[src/pkg/itu_regs.vh]
`ifndef ITU_REGS_VH
`define ITU_REGS_VH
`define ITU_ADDR_FLAGS_A 8'h00
`define ITU_ADDR_FLAGS_B 8'h01
`define ITU_ADDR_EN_A 8'h02
`define ITU_ADDR_EN_B 8'h03
`define ITU_ADDR_STATUS1 8'h04
`define ITU_ADDR_TCTRL 8'h05
`define ITU_ADDR_WMARK 8'h06
`define ITU_ADDR_WMARK_EXT 8'h07
`define ITU_ADDR_TMR_FIRST 8'h10
`define ITU_ADDR_TMR_END 8'h38
`define ITU_TOFF_CTRL 3'h0
`define ITU_TOFF_MODE 3'h1
`define ITU_TOFF_RLD_HI 3'h2
`define ITU_TOFF_RLD_LO 3'h3
`define ITU_TOFF_CNT_HI 3'h4
`define ITU_TOFF_CNT_LO 3'h5
`define ITU_BIT_SETCLR 7
`define ITU_BIT_SUMMARY 6
`define ITU_BIT_PIN_EN 6
`define ITU_TC_AUTO_RLD 2
`define ITU_TC_AUTO_WAKE 3
`define ITU_TC_STOP_EN 4
`define ITU_MODE_START 0
`define ITU_MODE_STOP 1
`define ITU_SEL_FAST 2'h0
`define ITU_SEL_SLOW 2'h1
`define ITU_RST_BYTE 8'h00
`define ITU_FIFO_SIZE 10'h200
`define ITU_SYS_PERIOD_NS 100
`define ITU_LFO_PERIOD_NS 100000
`define ITU_LFO_CYCLES (`ITU_LFO_PERIOD_NS / `ITU_SYS_PERIOD_NS)
`endif

[src/hdl/itu_top.v]
`include "itu_regs.vh"

module itu_timer (
  // clock and reset
  input wire sys_clk,
  input wire resetn,
  // control
  input wire tick,
  input wire start,
  input wire stop,
  input wire auto_reload,
  input wire [15:0] reload,
  // state
  output reg [15:0] count,
  output reg running,
  output reg underflow
);

  // start reloads even while running, so a host restart begins a fresh
  // period, unless stop is high in the same cycle, instead of finishing the old one
  always @(posedge sys_clk or negedge resetn) begin
    if (!resetn) begin
      count <= 16'h0000;
      running <= 1'b0;
      underflow <= 1'b0;
    end else begin
      underflow <= 1'b0;
      if (stop) begin
        // stop beats a same-cycle underflow, so no flag
        running <= 1'b0;
      end else if (start) begin
        running <= 1'b1;
        count <= reload;
      end else if (running && tick) begin
        if (count == 16'h0000) begin
          underflow <= 1'b1;
          if (auto_reload) begin
            count <= reload;
          end else begin
            running <= 1'b0;
          end
        end else begin
          count <= count - 16'h0001;
        end
      end
    end
  end

endmodule

module itu_top (
  // clock and reset
  input wire sys_clk,
  input wire resetn,
  // register bank port
  input wire [7:0] reg_addr,
  input wire [7:0] reg_wdata,
  input wire reg_wr,
  input wire reg_rd,
  output reg [7:0] reg_rdata,
  // event sources
  input wire tx_eof_start,
  input wire rx_stream_end,
  input wire cmd_idle_done,
  input wire [9:0] fifo_count,
  input wire [7:0] rx_error,
  input wire card_found,
  input wire low_power_card_detection_active,
  input wire low_power_card_detection_no_card,
  input wire rx_frame_start,
  // timer clocking and stop events
  input wire tick_13m56,
  input wire tick_212k,
  input wire [3:0] timer_stop_evt,
  // outputs
  output reg irq_pin,
  output reg wake_req,
  output reg standby_req
);

  // cycle count is an integer; cut to the divider width on purpose
  localparam integer LFO_LAST_I = `ITU_LFO_CYCLES - 1;
  localparam [9:0] LFO_LAST = LFO_LAST_I[9:0];

  // interrupt state
  reg [6:0] flags_a;
  reg [5:0] flags_b;
  reg [7:0] en_a;
  reg [7:0] en_b;
  reg summary;

  // fifo and timer configuration
  reg [7:0] wmark;
  reg wmark_ext;
  reg [7:0] tctl [0:4];
  reg [7:0] rld_hi [0:4];
  reg [7:0] rld_lo [0:4];
  reg [9:0] lfo_cnt;
  reg lfo_tick;
  reg [7:0] rd_val;

  // per-timer state and controls
  wire [15:0] cnt [0:4];
  wire [4:0] run;
  wire [4:0] uf;
  wire [4:0] t_start;
  wire [4:0] t_stop;
  wire [4:0] t_tick;

  // address decode
  wire wr_fa = reg_wr && (reg_addr == `ITU_ADDR_FLAGS_A);
  wire wr_fb = reg_wr && (reg_addr == `ITU_ADDR_FLAGS_B);
  wire wr_ea = reg_wr && (reg_addr == `ITU_ADDR_EN_A);
  wire wr_eb = reg_wr && (reg_addr == `ITU_ADDR_EN_B);
  wire wr_tc = reg_wr && (reg_addr == `ITU_ADDR_TCTRL);

  // eight bytes per timer window, first window at 10h
  wire t_hit = (reg_addr >= `ITU_ADDR_TMR_FIRST) && (reg_addr < `ITU_ADDR_TMR_END);
  wire [2:0] t_idx = reg_addr[5:3] - 3'h2;
  wire [2:0] t_off = reg_addr[2:0];
  wire wr_mode = reg_wr && t_hit && (t_off == `ITU_TOFF_MODE);

  // fifo thresholds, top counted down from the full size
  // ext bit lets the top distance reach past 255 words
  wire [9:0] wm_top = `ITU_FIFO_SIZE - {1'b0, wmark_ext, wmark};
  wire hi_status = fifo_count >= wm_top;
  wire lo_status = fifo_count <= {2'b00, wmark};

  wire [6:0] hw_a = {hi_status, lo_status, cmd_idle_done, tx_eof_start,
                     rx_stream_end, |rx_error, rx_frame_start};
  wire [5:0] hw_b = {card_found && low_power_card_detection_active, uf};

  // bit 7 of a write is the operation, never stored
  function [7:0] set_clr;
    input [7:0] old;
    input [7:0] wd;
    begin
      if (wd[`ITU_BIT_SETCLR]) begin
        set_clr = old | {1'b0, wd[6:0]};
      end else begin
        set_clr = old & ~{1'b0, wd[6:0]};
      end
    end
  endfunction

  wire [7:0] fa_w = set_clr({1'b0, flags_a}, reg_wdata);
  wire [7:0] fb_w = set_clr({2'b00, flags_b}, reg_wdata);
  wire [6:0] next_flags_a = (wr_fa ? fa_w[6:0] : flags_a) | hw_a;
  wire [5:0] next_flags_b = (wr_fb ? fb_w[5:0] : flags_b) | hw_b;
  // summary is registered so the pin and the status bit move together
  wire next_summary = |(next_flags_a & en_a[6:0]) | |(next_flags_b & en_b[5:0]);

  // flags: a hardware set in the clear cycle still lands
  always @(posedge sys_clk or negedge resetn) begin
    if (!resetn) begin
      flags_a <= 7'h00;
      flags_b <= 6'h00;
      en_a <= `ITU_RST_BYTE;
      en_b <= `ITU_RST_BYTE;
      summary <= 1'b0;
      irq_pin <= 1'b0;
    end else begin
      flags_a <= next_flags_a;
      flags_b <= next_flags_b;
      if (wr_ea) begin
        en_a <= set_clr(en_a, reg_wdata);
      end
      if (wr_eb) begin
        en_b <= set_clr(en_b, reg_wdata);
      end
      summary <= next_summary;
      irq_pin <= next_summary && en_b[`ITU_BIT_PIN_EN];
    end
  end

  // fifo and timer configuration registers
  // counts are not writable; a start or an auto-reload underflow loads them from the reload bytes
  integer i;
  always @(posedge sys_clk or negedge resetn) begin
    if (!resetn) begin
      wmark <= `ITU_RST_BYTE;
      wmark_ext <= 1'b0;
      for (i = 0; i < 5; i = i + 1) begin
        tctl[i] <= `ITU_RST_BYTE;
        rld_hi[i] <= `ITU_RST_BYTE;
        rld_lo[i] <= `ITU_RST_BYTE;
      end
    end else if (reg_wr) begin
      if (reg_addr == `ITU_ADDR_WMARK) begin
        wmark <= reg_wdata;
      end else if (reg_addr == `ITU_ADDR_WMARK_EXT) begin
        wmark_ext <= reg_wdata[0];
      end else if (t_hit) begin
        for (i = 0; i < 5; i = i + 1) begin
          if (t_idx == i) begin
            if (t_off == `ITU_TOFF_CTRL) begin
              tctl[i] <= reg_wdata;
            end else if (t_off == `ITU_TOFF_RLD_HI) begin
              rld_hi[i] <= reg_wdata;
            end else if (t_off == `ITU_TOFF_RLD_LO) begin
              rld_lo[i] <= reg_wdata;
            end
          end
        end
      end
    end
  end

  // stand-in for the low-frequency oscillator, a divided enable
  always @(posedge sys_clk or negedge resetn) begin
    if (!resetn) begin
      lfo_cnt <= 10'h000;
      lfo_tick <= 1'b0;
    end else begin
      lfo_tick <= (lfo_cnt == LFO_LAST);
      if (lfo_cnt == LFO_LAST) begin
        lfo_cnt <= 10'h000;
      end else begin
        lfo_cnt <= lfo_cnt + 10'h001;
      end
    end
  end

  genvar g;
  generate
    for (g = 0; g < 5; g = g + 1) begin : tmr
      if (g < 4) begin : gen_std
        // cascade from the wake timer gives long delays on 16 bits
        wire [1:0] sel = tctl[g][1:0];
        assign t_tick[g] = (sel == `ITU_SEL_FAST) ? tick_13m56 :
                           (sel == `ITU_SEL_SLOW) ? tick_212k : uf[4];
        assign t_start[g] = (wr_tc && reg_wdata[g + 4] && reg_wdata[g]) ||
                            (wr_mode && t_idx == g && reg_wdata[`ITU_MODE_START]);
        assign t_stop[g] = (wr_tc && reg_wdata[g + 4] && !reg_wdata[g]) ||
                           (tctl[g][`ITU_TC_STOP_EN] && timer_stop_evt[g]);
      end else begin : gen_wake
        assign t_tick[g] = lfo_tick;
        assign t_start[g] = wr_mode && t_idx == g && reg_wdata[`ITU_MODE_START];
        assign t_stop[g] = wr_mode && t_idx == g && reg_wdata[`ITU_MODE_STOP];
      end
      itu_timer u_tmr (
        .sys_clk(sys_clk),
        .resetn(resetn),
        .tick(t_tick[g]),
        .start(t_start[g]),
        .stop(t_stop[g]),
        .auto_reload(tctl[g][`ITU_TC_AUTO_RLD]),
        .reload({rld_hi[g], rld_lo[g]}),
        .count(cnt[g]),
        .running(run[g]),
        .underflow(uf[g])
      );
    end
  endgenerate

  // wake timer drives the standby cycle; without auto-wake the
  // device stays powered after a failed detection
  wire next_wake_req = uf[4] && tctl[4][`ITU_TC_AUTO_WAKE];
  wire next_standby_req = low_power_card_detection_no_card && tctl[4][`ITU_TC_AUTO_WAKE];

  always @(posedge sys_clk or negedge resetn) begin
    if (!resetn) begin
      wake_req <= 1'b0;
      standby_req <= 1'b0;
    end else begin
      wake_req <= next_wake_req;
      standby_req <= next_standby_req;
    end
  end

  // read mux; unmapped addresses read zero
  // reads have no side effects: flags clear only by an explicit write
  always @* begin
    rd_val = 8'h00;
    if (reg_addr == `ITU_ADDR_FLAGS_A) begin
      rd_val = {1'b0, flags_a};
    end else if (reg_addr == `ITU_ADDR_FLAGS_B) begin
      rd_val = {1'b0, summary, flags_b};
    end else if (reg_addr == `ITU_ADDR_EN_A) begin
      rd_val = en_a;
    end else if (reg_addr == `ITU_ADDR_EN_B) begin
      rd_val = en_b;
    end else if (reg_addr == `ITU_ADDR_STATUS1) begin
      rd_val = {7'h00, summary};
    end else if (reg_addr == `ITU_ADDR_TCTRL) begin
      rd_val = {4'h0, run[3:0]};
    end else if (reg_addr == `ITU_ADDR_WMARK) begin
      rd_val = wmark;
    end else if (reg_addr == `ITU_ADDR_WMARK_EXT) begin
      rd_val = {7'h00, wmark_ext};
    end else if (t_hit) begin
      if (t_off == `ITU_TOFF_CTRL) begin
        rd_val = tctl[t_idx];
      end else if (t_off == `ITU_TOFF_MODE) begin
        rd_val = {7'h00, run[t_idx]};
      end else if (t_off == `ITU_TOFF_RLD_HI) begin
        rd_val = rld_hi[t_idx];
      end else if (t_off == `ITU_TOFF_RLD_LO) begin
        rd_val = rld_lo[t_idx];
      end else if (t_off == `ITU_TOFF_CNT_HI) begin
        rd_val = cnt[t_idx][15:8];
      end else if (t_off == `ITU_TOFF_CNT_LO) begin
        rd_val = cnt[t_idx][7:0];
      end
    end
  end

  always @(posedge sys_clk or negedge resetn) begin
    if (!resetn) begin
      reg_rdata <= 8'h00;
    end else if (reg_rd) begin
      reg_rdata <= rd_val;
    end
  end

endmodule

[config.mk]
export PLATFORM = sky130hd
export DESIGN_NAME = itu_top
export DESIGN_NICKNAME = d
export VERILOG_FILES = /design/src/hdl/itu_top.v
export VERILOG_INCLUDE_DIRS = /design/src /design/src/pkg
export SDC_FILE = /design/constraint.sdc
export NUM_CORES = 1
export LEC_CHECK = 0
export BUFFER_PORTS_ARGS = -buffer_cell sky130_fd_sc_hd__clkbuf_2
export CAP_MARGIN = 20
export CORE_UTILIZATION = 25
export DETAILED_ROUTE_END_ITERATION = 10
export PLACE_DENSITY = 0.51
export SLEW_MARGIN = 10
export SYNTH_ARGS = -nofsm -noshare
export SYNTH_HDL_FRONTEND = slang
export SYNTH_SLANG_ARGS = --single-unit
[constraint.sdc]
create_clock -name sys_clk -period 4.6 [get_ports sys_clk]
set_clock_uncertainty 0.1 [all_clocks]
set_input_delay 0.46 -clock sys_clk [delete_from_list [all_inputs] [get_ports sys_clk]]
set_output_delay 0.46 -clock sys_clk [all_outputs]
set_load 0.03 [all_outputs]
==> results.json <==
{
  "outcome": "completed",
  "fin_crit_ns": 3.28,
  "numPortBuffers": 61,
  "clk_latency_ns": 0.56,
  "grt_pass1_wl_um": 89600,
  "yosysWarnings": 0,
  "drt-pass1-iter-count": 9,
  "synth_fp_nets": 1662,
  "synth_area_leaders": "dfrtp_1, mux2_2, mux2i_1",
  "synth_seq_area_share": 0.421,
  "synthesis.area_mm2": 0.0160,
  "drv_cap": 0,
  "hp-class": "in -> reg",
  "clkSlewWorstSetupHoldPaths_ns": 0.06,
  "hold_slack_ns": 0.0214,
  "synth_most_common_cell": "dfrtp_1",
  "viasPerCell": 5.51,
  "fillers": 6537,
  "post_cts_buffers": 0,
  "p_per_area_mw_per_mm2": 349,
  "cts_sinks": 269,
  "path_class": "in -> reg",
  "initial_utilization": 0.253,
  "gp_congestion": 0.948,
  "dpl.hpwl_um": 44300,
  "htreeDepth": 2,
  "antenna_found_initial": 2,
  "via_count": 13700,
  "tightest_slew_ns": 1.16,
  "peakVddDrop_uv": 219,
  "synth_top_area_cell": "dfrtp_1",
  "p_leak_nw": 8.29,
  "cp.required_ns": 4.97,
  "post_dp_cell_area_mm2": 0.0173,
  "cts_tree": "yes",
  "num_rows": 92,
  "cp_cell_sequence": "buf_2 > inv_1 > ha_2 > or4b_1 > buf_4 > nor3_4 > nand3_1 > a31oi_2 > buf_4 > o21a_1 > a2bb2oi_1",
  "startpoint": "reg_addr[4]",
  "arrival_ns": 3.65,
  "drv_slew": 0,
  "yosys.area.top_type_share": 0.421,
  "setup_viol": 0,
  "fin_tns_setup_ns": 0,
  "rsz0062_at_grt": "no",
  "die_w_um": 255,
  "grt_pass1_vias": 13400,
  "pin_count": 62,
  "finalHoldViolations": 0,
  "ys_async_sr_fraction": 1.00,
  "die_area_mm2": 0.0650,
  "r2r_start": "tmr[4].u_tmr.count[3]",
  "ys_seq_elements": 269,
  "synthFlopType": "dfrtp_1",
  "drive_gt1_frac": 0.215,
  "clockBufferDepth": 3,
  "wire_per_inst_um": 24.4,
  "wirelength_um": 60800,
  "die_h_um": 255,
  "start_kind": "input pin",
  "cp_common_cell": "buf_4",
  "min_from": "low_power_card_detection_no_card",
  "slew_headroom": 0.219,
  "drt_iter0_drc": 1615,
  "avgSynthCellArea_um2": 10.1,
  "max_freq_mhz": 305,
  "numCtsBuffers": 34,
  "p_total_mw": 6.43,
  "root_buffer": "clkbuf_16",
  "ys_top_cells_by_count": "dfrtp_1, mux2_2, nand2_1, nor2_1, o21ai_0",
  "core-area_mm2": 0.0632,
  "drc": 0,
  "synth_edf_count": 0,
  "grt_usage": 0.186,
  "syn_inst": 1579,
  "critPathSlowestCell": "a31oi_2",
  "slowest_delay_ns": 0.68,
  "fin_util": 0.292,
  "synthToLayoutAreaGrowth_pct": 15.2,
  "grt_max_degree": 109,
  "final_nets": 1700,
  "crit_path_end_kind": "register",
  "finalInstanceArea_mm2": 0.0184,
  "diodes": 0,
  "synth.distinct_cells": 70,
  "overflow": 0,
  "path_max_fanout": 17,
  "finalCritPeriodShare": 0.712,
  "ant_nets": 0
}
-- flip-flops by register name, indices dropped and copies added, names as in the netlist, named ones only --
name,flops
tmr.u_tmr.underflow,5
summary,1
reg_rdata,8
rld_hi,40
flags_a,7
wmark_ext,1
wake_req,1
irq_pin,1
standby_req,1
lfo_tick,1
wmark,8
tmr.u_tmr.running,5
tctl,40
lfo_cnt,10
flags_b,6
rld_lo,40
tmr.u_tmr.count,80
-- critical path, delay by kind of cell --
family          cells  cell delay [ns]
compound gates      3             0.94
fa+ha+maj           1             0.21
buf+inv             4             0.78
simple gates        3             1.24
-- worst paths after layout --
| kind | endpoint | slack, ns | cells past startpoint |
|---|---|---|---|
| worst min register to register | flags_b[1] | 0.36 | 1 |
| min in group asynchronous | lfo_cnt[7] | 0.43 | 2 |
| worst max register to register | tmr[4].u_tmr.count[0] | 1.53 | 6 |
| max in group asynchronous | reg_rdata[4] | 2.73 | 3 |
| worst min-delay path | standby_req | 0.02 | 2 |
| worst max-delay path | tmr[0].u_tmr.count[8] | 1.32 | 11 |
-- cell families (layout without fill, tap and decap cells) --
group                      after synthesis  in the layout  synth area share
DFF                                    269            269             0.421
adders and majority gates               32             32            0.0250
xor gates and xnor gates                11             11           0.00602
muxes                                  260            260             0.199
and+or+nand+nor                        442            442             0.140
AOI/OAI and AO/OA                      388            388             0.166
buffers and inverters                  177            241            0.0432
-- layout by cell type, fill, tap and decap left out, types with 22 or more instances in the layout --
cell type and count:
nor4_1 24, a22oi_1 34, mux4_2 32, or3_1 22, nand2_1 109, ha_1 31, nor3_1 47, o22ai_1 28
clkbuf_2 59, mux2_2 147, nor2_1 90, nand3_1 47, a21oi_1 68, clkbuf_16 34, buf_4 31, o21ai_0 86
dfrtp_1 269, mux2i_1 81, inv_1 83
-- final cells by class --
type / count / area (um2) / share of cell area
sequential: 269 / 6730 / 0.365
inverter: 83 / 312 / 0.0169
timing repair buffer: 96 / 598 / 0.0325
tap: 846 / 1060 / 0.0574
multi-input combinational: 1133 / 8590 / 0.466
clock inverter: 15 / 146 / 0.00794
clock buffer: 47 / 990 / 0.0537
-- where the power goes --
part / internal (mW) / switching (mW) / total, mW / leakage, nW
clock network: 1.63 / 1.11 / 2.74 / 0.568
logic: 0.388 / 0.637 / 1.03 / 4.24
registers: 2.48 / 0.186 / 2.67 / 3.49
total: 4.50 / 1.94 / 6.43 / 8.29
-- routing by layer --
metal  track usage  routed length, um  up-vias
met1         0.254              26500     7003
li1              -                  -     6022
met3        0.0308               4240      113
met2         0.297              28100      568
met5             0                 15        -
met4        0.0609               1890        2
-- stage by stage --
step,std cells,setup slack [ns]
floorplan,1579,1.22
global placement,2424,0.891
detailed placement,2425,0.833
CTS,2488,1.40
global route,2489,1.22
finish,2489,1.32
-- timing repair --
action / in CTS / in global routing
endpoints found under the hold margin: 104 / 0
setup endpoints to repair: 0 / 0
hold buffers: 1 / 0
resized for setup: 0 / 0
Power figures use the tool's default switching activity.
